$ cat src/aux_pin_consts.vh
/*
 constants for the auxiliary pin b and power option register bank.
 assumes inclusion by bare name from the design files.
*/
`ifndef AUX_PIN_CONSTS_VH
`define AUX_PIN_CONSTS_VH
`define ADDR_PIN_B_CFG     12'h0c8
`define ADDR_POWER_OPTS    12'h0cc
`define IDX_PIN_B_CFG      8'h32
`define IDX_POWER_OPTS     8'h33
`define RST_PIN_B_CFG      8'h00
`define RST_POWER_OPTS     8'h00
`define POWER_WMASK        8'hec
`define DRIVE_HI           7
`define DRIVE_LO           6
`define EARLY_HI           4
`define EARLY_LO           3
`define FUNC_HI            2
`define FUNC_LO            0
`define BIT_STANDBY        7
`define BIT_LP_OSC         6
`define BIT_KEEP_PLL       5
`define BIT_RETRIM         3
`define BIT_PULSE_INT      2
`define FN_TRISTATE        3'h0
`define FN_IN_HIGH         3'h1
`define FN_IN_LOW          3'h2
`define FN_OUT_LOW_PULSE   3'h3
`define FN_OUT_HIGH_PULSE  3'h4
`define FN_CONST_HIGH      3'h5
`define FN_CONST_LOW       3'h6
`define EARLY_NONE         2'h0
`define EARLY_100          2'h1
`define EARLY_200          2'h2
`define LEAD_US_1          100
`define LEAD_US_2          200
`define CLK_MHZ            20
`define LEAD_CYC_1         (`LEAD_US_1 * `CLK_MHZ)
`define LEAD_CYC_2         (`LEAD_US_2 * `CLK_MHZ)
`define INT_PULSE_CYC      3'h4
`endif

$ cat src/pin_sync.v
/*
 two flip-flop synchroniser for a single level.
 assumes the input comes from outside the clk_i domain.
*/
`timescale 1ns/1ps
module pin_sync (
    input  wire clk_i,
    input  wire rstn_i,
    input  wire d_i,
    output wire q_o
);
    reg meta;
    reg stable;
    always @(posedge clk_i or negedge rstn_i) begin
        if (!rstn_i) begin
            meta   <= 1'b0;
            stable <= 1'b0;
        end else begin
            meta   <= d_i;
            stable <= meta;
        end
    end
    assign q_o = stable;
endmodule

$ cat src/lead_timer.v
/*
 delay line that lets an output assert a fixed time before a scheduled event.
 assumes the sequencer raises emit_pre_i the longest lead before the emitter fires;
 this module delays that request by the difference to the longest lead.
*/
`timescale 1ns/1ps
module lead_timer #(
    parameter CW = 13
) (
    input  wire          clk_i,
    input  wire          rstn_i,
    input  wire          start_i,
    input  wire [CW-1:0] len_i,
    output wire          busy_o
);
    reg [CW-1:0] count;
    always @(posedge clk_i or negedge rstn_i) begin
        if (!rstn_i) begin
            count <= {CW{1'b0}};
        end else if (start_i) begin
            count <= len_i;
        end else if (count != {CW{1'b0}}) begin
            count <= count - {{(CW-1){1'b0}}, 1'b1};
        end
    end
    assign busy_o = (count != {CW{1'b0}});
endmodule

$ cat src/aux_pin_and_power_config.v
/*
 apb register bank for auxiliary pin b and the power options, with the pin
 function, drive level, early assertion and interrupt signalling logic.
 assumes one clock, apb master in the same domain, pin and emitter timing
 signals from the measurement sequencer; pad input passes a synchroniser.
*/
// The APB slave port is this design's own decision.
//
// Contract
// RULE_01 - bits 7:6 of the pin b register pick drive level 1x, 2x, 3x or 4x.
// RULE_02 - bits 4:3 pick no lead, a 100 us lead or a 200 us lead before the emitter pulse.
// RULE_03 - the lead is applied only when the pin function is 3 or 4.
// RULE_04 - bits 2:0 pick tristate, input high, input low, pulse low, pulse high, high or low.
// RULE_05 - the host keeps pin a out of pulse modes while pin b uses mode 3 or 4.
// RULE_06 - bit 7 of power options lets the device enter timed standby while waiting.
// RULE_07 - bit 6 runs the device from the low power oscillator in timed standby.
// RULE_08 - bit 5 keeps the pll running while idle.
// RULE_09 - bit 3 allows oscillator retrimming, otherwise retrimming is blocked.
// RULE_10 - bit 2 makes the interrupt pin pulse, otherwise it holds until cleared.
// RULE_11 - the host clears a level interrupt before reading results, never in pulse mode.
// RULE_12 - the host writes zero to power option bits 4 and 1:0.
`timescale 1ns/1ps
`include "aux_pin_consts.vh"
module aux_pin_and_power_config #(
    parameter LEAD_CYC_1 = `LEAD_CYC_1,
    parameter LEAD_CYC_2 = `LEAD_CYC_2
) (
    input  wire        clk_i,
    input  wire        rstn_i,
    input  wire        psel_i,
    input  wire        penable_i,
    input  wire        pwrite_i,
    input  wire [11:0] paddr_i,
    input  wire [31:0] pwdata_i,
    output wire [31:0] prdata_o,
    output wire        pready_o,
    output wire        pslverr_o,
    input  wire        emit_pre_i,
    input  wire        emit_active_i,
    input  wire        wait_period_i,
    input  wire        idle_i,
    input  wire        retrim_req_i,
    input  wire        int_event_i,
    input  wire        int_clear_i,
    input  wire        pin_b_pad_i,
    output reg         pin_b_pad_o,
    output reg         pin_b_pad_oe_n_o,
    output reg  [1:0]  pin_b_drive_level_o,
    output reg         pin_b_input_o,
    output reg         standby_timed_o,
    output reg         lp_osc_sel_o,
    output reg         pll_run_o,
    output reg         retrim_en_o,
    output reg         int_pin_o
);

////////////////////////////////////////////////////////////////////////////////
// register file

    reg  [7:0] aux_pin_b_config;
    reg  [7:0] power_options;
    reg [31:0] rdata;
    wire       wr_en  = psel_i & penable_i & pwrite_i;
    wire       hit_b  = (paddr_i == `ADDR_PIN_B_CFG);
    wire       hit_p  = (paddr_i == `ADDR_POWER_OPTS);
    wire       mapped = hit_b | hit_p;

    always @(posedge clk_i or negedge rstn_i) begin
        if (!rstn_i) begin
            aux_pin_b_config <= `RST_PIN_B_CFG;
            power_options    <= `RST_POWER_OPTS;
        end else if (wr_en) begin
            if (hit_b) begin
                aux_pin_b_config <= pwdata_i[7:0];
            end
            // reserved bits kept at zero whatever the host writes [RULE_12]
            if (hit_p) begin
                power_options <= pwdata_i[7:0] & `POWER_WMASK;
            end
        end
    end

    always @(posedge clk_i or negedge rstn_i) begin
        if (!rstn_i) begin
            rdata <= 32'h00000000;
        end else if (psel_i & ~penable_i & ~pwrite_i) begin
            if (hit_b) begin
                rdata <= {24'h000000, aux_pin_b_config};
            end else if (hit_p) begin
                rdata <= {24'h000000, power_options};
            end else begin
                rdata <= 32'h00000000;
            end
        end
    end

    assign prdata_o  = rdata;
    assign pready_o  = 1'b1;
    assign pslverr_o = psel_i & penable_i & ~mapped;

////////////////////////////////////////////////////////////////////////////////
// field decode

    wire [1:0] drive_sel = aux_pin_b_config[`DRIVE_HI:`DRIVE_LO];
    wire [1:0] early_sel = aux_pin_b_config[`EARLY_HI:`EARLY_LO];
    wire [2:0] func_sel  = aux_pin_b_config[`FUNC_HI:`FUNC_LO];

    function is_pulse_mode;
        input [2:0] f;
        begin
            is_pulse_mode = (f == `FN_OUT_LOW_PULSE) | (f == `FN_OUT_HIGH_PULSE);
        end
    endfunction

    wire pulse_mode = is_pulse_mode(func_sel);

////////////////////////////////////////////////////////////////////////////////
// early assertion: emit_pre_i arrives the longest lead before the pulse

    wire        pad_sync;
    wire        lead_busy;
    reg         pre_d;
    reg  [12:0] lead_len;
    reg         lead_on;
    wire        pre_rise = emit_pre_i & ~pre_d;

    pin_sync u_pad_sync (
        .clk_i  (clk_i),
        .rstn_i (rstn_i),
        .d_i    (pin_b_pad_i),
        .q_o    (pad_sync)
    );

    // the lead window ends at the pulse; lead_len delays the start inside it
    always @* begin
        case (early_sel) // [RULE_02]
            `EARLY_100: lead_len = LEAD_CYC_2[12:0] - LEAD_CYC_1[12:0];
            `EARLY_200: lead_len = 13'h0001;
            default:    lead_len = 13'h0000;
        endcase
    end

    lead_timer #(
        .CW (13)
    ) u_lead (
        .clk_i  (clk_i),
        .rstn_i (rstn_i),
        .start_i(pre_rise & pulse_mode & (lead_len != 13'h0000)),
        .len_i  (lead_len),
        .busy_o (lead_busy)
    );

    always @(posedge clk_i or negedge rstn_i) begin
        if (!rstn_i) begin
            pre_d   <= 1'b0;
            lead_on <= 1'b0;
        end else begin
            pre_d <= emit_pre_i;
            // an undefined lead code gives no lead, like code 0
            if (!pulse_mode || !emit_pre_i || lead_len == 13'h0000) begin
                lead_on <= 1'b0; // [RULE_03]
            end else if (lead_busy && lead_len == 13'h0001) begin
                lead_on <= 1'b1;
            end else if (!lead_busy && !pre_rise) begin
                lead_on <= 1'b1;
            end
        end
    end

    wire emit_level = emit_active_i | lead_on;

////////////////////////////////////////////////////////////////////////////////
// pin function

    always @(posedge clk_i or negedge rstn_i) begin
        if (!rstn_i) begin
            pin_b_pad_o         <= 1'b0;
            pin_b_pad_oe_n_o    <= 1'b1;
            pin_b_drive_level_o <= 2'h0;
            pin_b_input_o       <= 1'b0;
        end else begin
            pin_b_drive_level_o <= drive_sel; // [RULE_01]
            case (func_sel) // [RULE_04]
                `FN_IN_HIGH: begin
                    pin_b_pad_o      <= 1'b0;
                    pin_b_pad_oe_n_o <= 1'b1;
                    pin_b_input_o    <= pad_sync;
                end
                `FN_IN_LOW: begin
                    pin_b_pad_o      <= 1'b0;
                    pin_b_pad_oe_n_o <= 1'b1;
                    pin_b_input_o    <= ~pad_sync;
                end
                `FN_OUT_LOW_PULSE: begin
                    pin_b_pad_o      <= ~emit_level;
                    pin_b_pad_oe_n_o <= 1'b0;
                    pin_b_input_o    <= 1'b0;
                end
                `FN_OUT_HIGH_PULSE: begin
                    pin_b_pad_o      <= emit_level;
                    pin_b_pad_oe_n_o <= 1'b0;
                    pin_b_input_o    <= 1'b0;
                end
                `FN_CONST_HIGH: begin
                    pin_b_pad_o      <= 1'b1;
                    pin_b_pad_oe_n_o <= 1'b0;
                    pin_b_input_o    <= 1'b0;
                end
                `FN_CONST_LOW: begin
                    pin_b_pad_o      <= 1'b0;
                    pin_b_pad_oe_n_o <= 1'b0;
                    pin_b_input_o    <= 1'b0;
                end
                default: begin
                    pin_b_pad_o      <= 1'b0;
                    pin_b_pad_oe_n_o <= 1'b1;
                    pin_b_input_o    <= 1'b0;
                end
            endcase
        end
    end

////////////////////////////////////////////////////////////////////////////////
// power options and interrupt signalling

    reg       int_level;
    reg [2:0] int_cnt;
    wire      pulse_int = power_options[`BIT_PULSE_INT];

    always @(posedge clk_i or negedge rstn_i) begin
        if (!rstn_i) begin
            standby_timed_o <= 1'b0;
            lp_osc_sel_o    <= 1'b0;
            pll_run_o       <= 1'b0;
            retrim_en_o     <= 1'b0;
        end else begin
            standby_timed_o <= power_options[`BIT_STANDBY] & wait_period_i; // [RULE_06]
            lp_osc_sel_o    <= power_options[`BIT_LP_OSC] & power_options[`BIT_STANDBY]
                               & wait_period_i; // [RULE_07]
            pll_run_o       <= ~idle_i | power_options[`BIT_KEEP_PLL]; // [RULE_08]
            retrim_en_o     <= power_options[`BIT_RETRIM] & retrim_req_i; // [RULE_09]
        end
    end

    always @(posedge clk_i or negedge rstn_i) begin
        if (!rstn_i) begin
            int_level <= 1'b0;
            int_cnt   <= 3'h0;
            int_pin_o <= 1'b0;
        end else begin
            // a new event wins over a clear in the same cycle [RULE_10]
            if (pulse_int) begin
                int_level <= 1'b0;
            end else if (int_event_i) begin
                int_level <= 1'b1;
            end else if (int_clear_i) begin
                int_level <= 1'b0;
            end
            if (pulse_int && int_event_i) begin
                int_cnt <= `INT_PULSE_CYC;
            end else if (int_cnt != 3'h0) begin
                int_cnt <= int_cnt - 3'h1;
            end
            int_pin_o <= pulse_int ? (int_event_i | (int_cnt > 3'h1))
                                   : (int_event_i | (int_level & ~int_clear_i));
        end
    end
endmodule

$ cat config.mk
export PLATFORM = sky130hd
export DESIGN_NAME = aux_pin_and_power_config
export DESIGN_NICKNAME = d
export VERILOG_FILES = /design/src/pin_sync.v /design/src/lead_timer.v /design/src/aux_pin_and_power_config.v
export VERILOG_INCLUDE_DIRS = /design/src /design/src/src
export SDC_FILE = /design/constraint.sdc
export NUM_CORES = 1
export LEC_CHECK = 0
export BUFFER_PORTS_ARGS = -buffer_cell sky130_fd_sc_hd__buf_2
export CAP_MARGIN = 30
export CORE_ASPECT_RATIO = 1.5
export CORE_UTILIZATION = 35
export DETAILED_ROUTE_END_ITERATION = 10
export MAX_ROUTING_LAYER = met4
export PLACE_DENSITY = 0.62
export SKIP_LAST_GASP = 1
export SLEW_MARGIN = 20
export SYNTH_ARGS = -nofsm -noshare
export SYNTH_HDL_FRONTEND = slang
export SYNTH_HIERARCHICAL = 1
export SYNTH_SLANG_ARGS = --single-unit
$ cat constraint.sdc
create_clock -name clk_i -period 5.9 [get_ports clk_i]
set_input_delay 0.295 -clock clk_i [delete_from_list [all_inputs] [get_ports clk_i]]
set_output_delay 0.295 -clock clk_i [all_outputs]
set_load 0.02 [all_outputs]
==> results of run 1 <==
registers in the layout (all words and copies together) (netlist names), 2 cells and up:
name / cells
aux_pin_b_config: 8
int_cnt: 3
pin_b_drive_level_o: 2
power_options: 5
prdata_o: 8
u_lead/count: 13
where the power goes:
part | switching [W] | internal [W]
registers | 0.0000106 | 0.000370
logic | 0.0000568 | 0.0000397
clock network | 0.000121 | 0.0000957
per-layer routing:
layer | vias up | part of all wire (%) | global-route usage, %
li1 | 872 | - | -
met1 | 912 | 43 | 16.68
met2 | 42 | 51 | 23.28
met3 | 6 | 3.7 | 3.142
met4 | 0 | 1.6 | 5.495
met5 | - | 0 | -
worst reg2reg max path, stage by stage, from the launching register on:
cell                      delay (ns)
sky130_fd_sc_hd__dfrtp_1        0.42
sky130_fd_sc_hd__or4_1          0.69
sky130_fd_sc_hd__nor4_4         0.53
sky130_fd_sc_hd__inv_1          0.11
sky130_fd_sc_hd__or3b_2         0.45
sky130_fd_sc_hd__a21oi_1        0.15
sky130_fd_sc_hd__nor2_1         0.05
area by class of cell:
type                            count  area [sq um]
Clock buffer                        7         86.33
Clock inverter                      1         7.507
Fill cell                         727          4284
Inverter                            9         33.78
Multi-Input combinational cell    169          1212
Sequential cell                    52          1303
Tap cell                          100         125.1
Timing Repair Buffer               53         270.3
layout by cell type, fill, tap and decap left out, types with 4 or more instances in the layout:
cell / synthesis / layout
sky130_fd_sc_hd__buf_2: 1 / 51
sky130_fd_sc_hd__dfrtp_1: 51 / 51
sky130_fd_sc_hd__a21oi_1: 4 / 4
sky130_fd_sc_hd__o21ai_1: 6 / 6
sky130_fd_sc_hd__nor2_1: 9 / 9
sky130_fd_sc_hd__inv_1: 9 / 9
sky130_fd_sc_hd__mux2_2: 14 / 14
sky130_fd_sc_hd__clkbuf_8: 0 / 6
sky130_fd_sc_hd__ha_1: 8 / 8
sky130_fd_sc_hd__nor4_1: 5 / 5
sky130_fd_sc_hd__nand2_1: 14 / 14
sky130_fd_sc_hd__nand2b_1: 6 / 6
sky130_fd_sc_hd__xnor2_1: 4 / 4
sky130_fd_sc_hd__or3_1: 4 / 4
sky130_fd_sc_hd__a22o_1: 7 / 7
sky130_fd_sc_hd__mux2i_1: 6 / 6
sky130_fd_sc_hd__conb_1: 2 / 31
sky130_fd_sc_hd__xor2_1: 9 / 9
stage by stage:
step           instance area (sq um)  hold slack [ns]  std cells  utilization, %
2_1_floorplan                   2779       -0.0005911        264               -
3_3_place_gp                    2944           0.3384        383           40.21
3_5_place_dp                    2944           0.3479        383           40.21
4_1_cts                         3038          0.06908        391           41.49
5_1_grt                         3038          0.06721        391           41.49
6_report                        3038          0.08045        391           41.49
final timing paths:
path / from / to / slack [ns] / cells past startpoint
min reg2reg: u_pad_sync/meta$_DFF_PN0_ / u_pad_sync/q_o$_DFF_PN0_ / 0.37 / 0
max reg2reg: u_lead/count[5]$_DFFE_PN0P_ / lead_on$_DFFE_PN0P_ / 3.40 / 6
max in group asynchronous: rstn_i / int_cnt[0]$_DFFE_PN0P_ / 5.36 / 2
max: u_lead/count[5]$_DFFE_PN0P_ / lead_on$_DFFE_PN0P_ / 3.40 / 6
min in group clk_i: pin_b_pad_i / u_pad_sync/meta$_DFF_PN0_ / 0.08 / 1
min: rstn_i / u_lead/count[9]$_DFFE_PN0P_ / 0.08 / 2
logic make-up (layout without fill, tap and decap cells):
| kind of cell | Yosys count | count (layout) | synth area share, % |
|---|---|---|---|
| simple gates | 65 | 65 | 15.98 |
| flops | 52 | 52 | 48.78 |
| buf+inv | 43 | 70 | 9.887 |
| compound gates | 32 | 32 | 8.904 |
| mux | 20 | 20 | 8.154 |
| xor+xnor | 13 | 13 | 4.264 |
| fa+ha+maj | 8 | 8 | 3.749 |
| other cells | 2 | 31 | 0.2813 |
==> results, run 1 <==
- The final max-slew violation count came to 0.
- From left edge to right edge, the die measures approximately 73 um.
- The kind of cell with the highest combined delay on the critical path is simple AND/OR/NAND/NOR gates.
- The fraction of the cycle the final worst path needs is a little over two fifths.
- The number of DRC markers in iteration 0 is 84.
- The H-tree was split into 2 levels.
- Counting along the longest clock path gives a buffer depth of 2.
- The flip-flop and latch count after synthesis is 52.
- After technology mapping, the gate count stands at 235.
- The largest net degree at the start of global routing is 53.
- The total area inside the core boundary comes to ~7300 sq um.
- The via count of the first global-routing pass is about 1,800.
- The commonest cells after synthesis are sky130_fd_sc_hd__dfrtp_1, sky130_fd_sc_hd__buf_4, sky130_fd_sc_hd__mux2_2, sky130_fd_sc_hd__nand2_1.
- The power density relative to cell area is about 230 nW/um^2.
- The per-instance average area after synthesis is ~11 sq um.
- The number of buffers inserted by port buffering is approximately 50.
- Of the post-synthesis cell area, the dominant cell type holds between 40% and 50%.
- The max-cap violation count is 0.
- The cell chosen for the clock root is sky130_fd_sc_hd__clkbuf_8.
- The normalized max-slew margin is a little under three fifths.
- The worst setup path is launched from a register.
- The fraction of layout instances using a drive strength above 1 is 30.24%.
- The estimated wirelength of the detail-placed design is 3.568 mm.
- The required time of the critical path is around 6.1 ns.
- Clock-pin slew was measured on the worst setup and hold paths at about 0.1 ns.
- Clock latency on the worst-skew pair, taken at its later pin, is around 0.31 ns.
- The pre-CTS setup slack is approximately 3.4 ns.
- The number of antenna violations at the first check in global routing is 0.
- Global routing used roughly 14% of the available tracks.
- The synthesis-to-finish area growth is 13.78%.
- The library cell contributing the largest single delay on the critical path is sky130_fd_sc_hd__or4_1.
- The area of the die is ~8000 sq um.
- After detailed routing, the average wire length per cell comes to approximately 13 um.
- The post-CTS repair timing setup buffer count is 0.
- For this run, the slowest stage of the critical path takes between 0.6 and 0.7 ns.
- The final estimated routing congestion in global placement is approximately 0.76.
- The TritonCTS clock tree is built.
- By area the synthesized netlist is led by sky130_fd_sc_hd__dfrtp_1, sky130_fd_sc_hd__buf_4, sky130_fd_sc_hd__mux2_2.
- Using the TritonRoute via totals, the vias-per-cell ratio works out to 4.685.
- The share of synthesized flip-flops with an asynchronous set or reset is between 90% and 100%.
- Once detail routing completed, the nets flagged for antenna violations numbered 0.
- The number of buffers and inverters on the critical path is 1.
- The initial standard-cell utilization of the core is 36.47%.
- Walking the worst path, the cells encountered are or4_1, nor4_4, inv_1, or3b_2, a21oi_1, nor2_1.
- The flow ran to the end, and the final reports show no timing, DRC or antenna violations.
- The biggest area contributor in the post-synthesis netlist is sky130_fd_sc_hd__dfrtp_1.
- Summed over all cells, the static leakage comes to 1.500 nW.
- The most common cell in the synthesized netlist is sky130_fd_sc_hd__dfrtp_1.
- In the post-route analysis, the smallest setup slack over all paths is about 3.4 ns.
- STA classifies the critical path endpoint as a register.
- The number of hold violations in the final report was 0.
- The slew at the pin closest to its max-slew limit is 0.6660 ns.
- The total wirelength of the detailed-routed design is 4.926 mm.
- The worst hold path belongs to the class input port to asynchronous set/reset pin.
- The number of synthesized flops with an enable pin is 0.
- Buffers inserted to repair hold after CTS numbered 0.
- The part of the Yosys area used for sequential elements is approximately half.
- The routed layout has approximately 1,800 vias.
- For the worst setup path, the data arrival time is roughly 2.7 ns.
- Once the clock tree was built, the resizer swapped 0 gates to a different size.
- In this run the vertical extent of the chip is approximately 110 um.
- The most used flip-flop cell after synthesis is sky130_fd_sc_hd__dfrtp_1.
- The total power after layout is ~0.0007 W.
- The post-synthesis cell area is 2670 sq um.
- The count of distinct cell types in the synthesized netlist is 47.
- Setup violations remaining at the end of the flow were counted as 0.
- The count of inserted antenna diode cells is 0.
- The highest achievable clock rate is between 300 and 400 MHz.
- The count of yosys warnings during synthesis is 6.
- The final routed DRC violation total is 0.
- After floorplanning, the core was divided into 38 placement rows.
- For the final database, setup skew stands at around 0.013 ns.
- Setup repair after global routing left no endpoint under its margin.
- The worst path needs ~2.5 ns of the cycle, external delays included.
- The peak supply drop is 0.1872 mV.
- The first global-routing pass estimated ~8.3 mm of wire.
- The first-pass iteration count of the detailed router is 3.
- The tree built by TritonCTS fans out to 52 sinks.
- The critical path is of the register to register type.
- The number of clock buffers added by TritonCTS is 5.
- The final global-route overflow total is 0.
- The net count of the finished layout is about 360.
- In this run the worst path has a maximum fanout of 7.
- The total negative slack for setup checks is 0 ns.
- In this run the count of I/O pins placed on the die edge is ~100.
No activity file was read; power rests on OpenSTA's default activity.
==> run 2, diff against run 1 <==
- clock period: 5.9 -> 2.6 ns (I/O delays scaled with it)
==> results, run 2 (synthesis results as in run 1) <==
- The flow ran to the end, and the final reports show no timing, DRC or antenna violations.
- The count of boundary I/O pins is 101 (unchanged).
- The final core area utilization was 42.29% (+0.80 points).
- The largest incremental delay on the critical path was 0.64 ns (-0.05 ns).
- Along the worst hold path, the cell count comes to 2.
- The total track usage was 13.98% (-0.14 points).
- The kind of cell with the highest combined delay on the critical path is simple AND/OR/NAND/NOR gates.
- The routed via count divided by cell count is 4.570 (-2.5%).
- The area of the die was 7990 sq um (unchanged).
- The count of H-tree levels built during CTS was 2 (unchanged).
- The width of the die was 73.32 um (unchanged).
- The path type of the worst min-delay path is input port to register.
- The buffer depth of the longest clock path is 2 (unchanged).
- The clock-pin slew of the registers on the worst-case setup and hold paths is 0.10 ns (about the same).
- The post-CTS repair timing setup buffer count is 0 (unchanged).
- The tightest hold margin is 0.02320 ns (-0.05725 ns).
- The final global-route overflow total is 0 (unchanged).
- The wire length of the first global-routing pass is 8.307 mm (-0.25%).
- The clock tree skew after final layout is 0.01054 ns (-0.002495 ns).
- The total power after layout is 0.001565 W (+130%).
- The peak supply drop is 0.2900 mV (+55%).
- The number of cells on the worst reg-to-reg path is 6 (unchanged).
- The total wirelength of the detailed-routed design is 4.954 mm (+0.57%).
- The final routed DRC violation total came to 0 (unchanged).
- The die height came to 109.0 um (unchanged).
- The final estimated routing congestion in global placement came to 0.7470 (-2.0%).
- The number of antenna violations at the first check in global routing came to 0 (unchanged).
- The synthesis-to-finish area growth is 15.98%.
- The signal on the critical path passes through or4_1, nor4_4, inv_1, or3b_2, a21oi_1, nor2_1.
- The clock period minus final worst setup slack is 2.189 ns (-0.3155 ns).
- The worst endpoint data arrival time is 2.38 ns (-0.33 ns).
- The worst setup path is captured at a register.
- The count of cells resized by post-cts repair is 0 (unchanged).
- The power density relative to cell area is 505.5 nW/um^2 (+120%).
- The slew at the pin closest to its max-slew limit is 0.6665 ns (+0.0005024 ns).
- The max-cap violation count came to 0 (unchanged).
- The highest achievable clock rate is 456.9 MHz (+14%).
- The number of routed nets with antenna violations is 0 (unchanged).
- The total via count after detailed routing is 1,819 (-0.71%).
- The TritonCTS sink count is 52 (unchanged).
- The normalized max-slew margin is 55.23% (about the same).
- The largest net degree at the start of global routing was 30 (-43%).
- The worst-skew pair later-pin latency came to 0.31 ns (about the same).
- The count of inserted antenna diode cells is 0 (unchanged).
- The estimated wirelength of the detail-placed design is 3.675 mm (+3.0%).
- The number of flip-flops in the largest register is 13 (unchanged).
- The static power due to leakage is 1.533 nW (+2.1%).
- The final max-slew violation count came to 0 (unchanged).
- The fraction of layout instances using a drive strength above 1 came to 30.20% (-0.039 points).
- The cell sitting at the root of the clock tree is a sky130_fd_sc_hd__clkbuf_8.
- The TritonCTS clock tree is built.
- The final number of setup-violating endpoints is 0 (unchanged).
- The worst setup path is launched from a register.
- The fraction of the cycle the final worst path needs came to 84.18% (+42 points).
- The number of buffers added to fix hold violations after cts came to 4 (+4).
- The total number of placement rows is 38 (unchanged).
- The number of DRC markers in iteration 0 came to 46 (-45%).
- The required time of the critical path came to 2.80 ns (-3.31 ns).
- The total negative slack for setup checks was 0 ns (unchanged).
- The first-pass iteration count of the detailed router is 4 (+1).
- The buffers plus inverters on the worst setup path came to 1 (unchanged).
- The largest register by flop count is u_lead/count.
- The area of the core region is 7322 sq um (unchanged).
- The number of buffers inserted by port buffering came to 51 (unchanged).
- The library cell contributing the largest single delay on the critical path is sky130_fd_sc_hd__or4_1.
- The number of hold violations in the final report was 0 (unchanged).
- The critical path depth was 6 (unchanged).
- The initial standard-cell utilization of the core is 36.47% (unchanged).
- The worst setup path is of the register to register kind.
- The clock buffer count from CTS came to 5 (unchanged).
- The final net count is 362 (+2.0%).
- Setup repair after global routing left no endpoint under its margin.
- The via count of the first global-routing pass is 1,774 (-2.4%).
- The largest fanout of any net on the critical path came to 6 (-1).
- The library cells used most frequently in the layout, excluding fill and tap cells, are sky130_fd_sc_hd__dfrtp_1, sky130_fd_sc_hd__buf_2, sky130_fd_sc_hd__conb_1.
- The average wire per cell in the routed design came to 12.45 um (-1.2%).
run 2: cell count changes in the layout (fill, tap and decap cells not counted):
cell,change
sky130_fd_sc_hd__clkinvlp_4,-1
sky130_fd_sc_hd__clkbuf_1,+1
sky130_fd_sc_hd__dlygate4sd3_1,+4
sky130_fd_sc_hd__buf_4,+3
run 2: final timing paths:
path | from | endpoint | slack, ns
max | u_lead/count[8]$_DFFE_PN0P_ | lead_on$_DFFE_PN0P_ | 0.41
min | emit_active_i | pin_b_pad_o$_DFF_PN0_ | 0.02
max reg2reg | u_lead/count[8]$_DFFE_PN0P_ | lead_on$_DFFE_PN0P_ | 0.41
min reg2reg | u_pad_sync/meta$_DFF_PN0_ | u_pad_sync/q_o$_DFF_PN0_ | 0.37
max in group asynchronous | rstn_i | prdata_o[1]$_DFFE_PN0P_ | 1.58
min in group asynchronous | rstn_i | u_lead/count[8]$_DFFE_PN0P_ | 0.38
run 2: power breakdown:
| group | switching, W | internal (W) | total (W) |
|---|---|---|---|
| Combinational | 0.000130 | 0.0000947 | 0.000225 |
| Clock | 0.000259 | 0.000218 | 0.000477 |
| Sequential | 0.0000242 | 0.000840 | 0.000864 |
run 2: per-layer routing:
layer / up-vias / part of all wire [%] / GRT usage (%)
met5: - / 0 / -
met4: 0 / 1.6 / 4.945
met3: 7 / 4.1 / 2.680
met2: 42 / 52 / 23.88
met1: 884 / 43 / 16.26
li1: 886 / - / -
run 2: cell type report:
| cell class | count | area (sq um) |
|---|---|---|
| Inverter | 9 | 33.78 |
| Sequential cell | 52 | 1303 |
| Tap cell | 100 | 125.1 |
| Clock buffer | 8 | 90.09 |
| Timing Repair Buffer | 60 | 332.8 |
| Fill cell | 739 | 4225 |
| Multi-Input combinational cell | 169 | 1212 |
run 2: per-stage QoR:
step           setup WS (ns)  cell area (sq um)  cells
3_5_place_dp          0.4246               2967    386
2_1_floorplan         0.3139               2779    264
3_3_place_gp          0.4362               2967    386
4_1_cts               0.4053               3097    398
5_1_grt               0.3256               3097    398
6_report              0.4112               3097    398
==> run 3, diff against run 2 <==
- clock period: 2.6 -> 2.3 ns (I/O delays scaled with it)
==> results, run 3 (synthesis results as in run 1) <==
- The flow ran to the end, and the final reports show no timing, DRC or antenna violations.
- The power density relative to cell area is 568.5 nW/um^2 (+12%).
- In the layout the commonest cells are sky130_fd_sc_hd__dfrtp_1, sky130_fd_sc_hd__buf_2, sky130_fd_sc_hd__conb_1.
- The width of the die is 73.32 um (unchanged).
- The source of the critical timing path is u_lead/count[5]$_DFFE_PN0P_.
- The placement-stage cell area is 2989 sq um (+0.76%).
- The number of flip-flops in the largest register was 13 (unchanged).
- The total number of placement rows came to 38 (unchanged).
- The total wirelength of the detailed-routed design is 5.152 mm (+4.0%).
- The total via count after detailed routing is 1,841 (+1.2%).
- The wire length of the first global-routing pass was 8.562 mm (+3.1%).
- The initial standard-cell utilization of the core came to 36.47% (unchanged).
- TritonCTS built the clock tree.
- The peak supply drop is 0.4769 mV (+64%).
- The number of routed nets with antenna violations came to 0 (unchanged).
- The final net count is 366 (+1.1%).
- The via count of the first global-routing pass came to 1,782 (+0.45%).
- The startpoint identified for the worst register-to-register timing path is u_lead/count[5]$_DFFE_PN0P_.
- The final max-slew violation count is 0 (unchanged).
- The max-cap violation count is 0 (unchanged).
- The number of antenna violations at the first check in global routing is 0 (unchanged).
- The synthesis-to-finish area growth is 17.29%.
- The count of H-tree levels built during CTS is 2 (unchanged).
- The worst-skew pair later-pin latency is 0.31 ns (about the same).
- The largest register by flop count is u_lead/count.
- The worst endpoint data arrival time is 2.37 ns (about the same).
- The count of boundary I/O pins is 101 (unchanged).
- The largest net degree at the start of global routing is 28 (-6.7%).
- The final global-route overflow total is 0 (unchanged).
- The critical path capture point is lead_on$_DFFE_PN0P_.
- The count of inserted antenna diode cells is 0 (unchanged).
- The fraction of layout instances using a drive strength above 1 was 31.46% (+1.3 points).
- The final routed DRC violation total is 0 (unchanged).
- The required time of the critical path is 2.51 ns (-0.29 ns).
- The number of hold violations in the final report is 0 (unchanged).
- The total track usage is 14.49% (+0.51 points).
- The critical path class is register to register.
- The area of the die is 7990 sq um (unchanged).
- The clock buffer count from CTS came to 5 (unchanged).
- Setup repair after global routing left no endpoint under its margin.
- The worst setup slack for register-to-register paths is 0.14 ns (-0.28 ns).
- The routed via count divided by cell count was 4.580 (+0.20%).
- The final number of setup-violating endpoints is 0 (unchanged).
- The static power due to leakage is 1.559 nW (+1.7%).
- The buffer depth of the longest clock path is 2 (unchanged).
- The fraction of the cycle the final worst path needs is 94.09% (+9.9 points).
- The number of cells on the worst reg-to-reg path is 6 (unchanged).
- STA classifies the critical path endpoint as a register.
- The estimated wirelength of the detail-placed design was 3.907 mm (+6.3%).
- The TritonCTS sink count is 52 (unchanged).
- The clock-pin slew of the registers on the worst-case setup and hold paths was 0.10 ns (about the same).
- The tightest hold margin is 0.009984 ns (-0.01322 ns).
- The highest achievable clock rate is 462.1 MHz (+1.1%).
- The post-layout instance area came to 3132 sq um (+1.1%).
- The normalized max-slew margin is 61.55% (+6.3 points).
- The total negative slack for setup checks is 0 ns (unchanged).
- The clock period minus final worst setup slack is 2.164 ns (-0.02477 ns).
- The number of DRC markers in iteration 0 is 68 (+48%).
- The cell chosen for the clock root is sky130_fd_sc_hd__clkbuf_8.
- The die height is 109.0 um (unchanged).
- The first-pass iteration count of the detailed router is 4 (unchanged).
- The slew at the pin closest to its max-slew limit is 0.5768 ns (-0.08966 ns).
- The final estimated routing congestion in global placement is 0.7807 (+4.5%).
- The startpoint of the lowest-slack hold path is retrim_req_i.
- The reg-to-reg critical path endpoint is lead_on$_DFFE_PN0P_.
- The number of buffers inserted by port buffering is 51 (unchanged).
- The post-CTS repair timing setup buffer count is 0 (unchanged).
- The area of the core region was 7322 sq um (unchanged).
- The worst setup path is launched from a register.
- The largest fanout of any net on the critical path is 3 (-3).
- The average wire per cell in the routed design was 12.82 um (+3.0%).
- The clock tree skew after final layout is 0.009336 ns (-0.001206 ns).
- In this run the worst hold path is classified as input port to register.
[run 3: cell count changes in the layout (fill, tap and decap cells not counted), sizes merged]
cell,previous run,this run
clkinv,0,2
dlygate4sd3,4,5
buf,56,59
clkbuf,8,6
[run 3: final cells by class]
type / count / area [sq um]
sequential: 52 / 1303
tap: 100 / 125.1
inverter: 9 / 33.78
clock inverter: 2 / 10.01
timing repair buffer: 64 / 365.4
clock buffer: 6 / 82.58
fill: 742 / 4190
multi-input combinational: 169 / 1212
[run 3: how the worst min path moves through the flow]
stage,slack (ns),cells after the start,end
2_1_floorplan,-0.18,0,aux_pin_b_config[0]$_DFFE_PN0P_
3_3_place_gp,0.15,1,u_lead/count[6]$_DFFE_PN0P_
3_5_place_dp,0.15,1,u_lead/count[6]$_DFFE_PN0P_
4_1_cts,0.006,2,retrim_en_o$_DFF_PN0_
5_1_grt,0.02,2,retrim_en_o$_DFF_PN0_
6_report,0.01,2,retrim_en_o$_DFF_PN0_
[run 3: routing by layer]
metal,GRT usage [%],part of all wire (%),vias up
met2,23.94,52,46
met4,5.357,1.7,0
li1,-,-,893
met1,17.30,42,896
met5,-,0,-
met3,3.050,4.2,6
[run 3: critical path, stage by stage (launching register included)]
cell and delay, ns:
sky130_fd_sc_hd__dfrtp_1 0.42, sky130_fd_sc_hd__or4_1 0.60, sky130_fd_sc_hd__nor4_4 0.31, sky130_fd_sc_hd__inv_1 0.09, sky130_fd_sc_hd__or3b_2 0.44, sky130_fd_sc_hd__a21oi_1 0.15
sky130_fd_sc_hd__nor2_1 0.05
[run 3: timing repair]
item / in CTS / in global routing
endpoints found under the hold margin: 29 / 0
gates resized for setup: 0 / 0
hold buffers: 5 / 0
setup endpoints to repair: 0 / 0
[run 3: power breakdown]
part / internal, W / total (W) / switching, W
logic: 0.000109 / 0.000256 / 0.000147
registers: 0.000949 / 0.000978 / 0.0000286
clock network: 0.000241 / 0.000547 / 0.000306
[run 3: through the flow]
| stage | power [W] | instances | util [%] | setup slack, ns |
|---|---|---|---|---|
| floorplan | 0.001197 | 264 | - | 0.01395 |
| global placement | 0.001241 | 389 | 40.82 | 0.1464 |
| detailed placement | 0.001250 | 389 | 40.82 | 0.1317 |
| CTS | 0.001802 | 402 | 42.77 | 0.1265 |
| global route | 0.001870 | 402 | 42.77 | 0.01174 |
| finish | 0.001780 | 402 | 42.77 | 0.1360 |
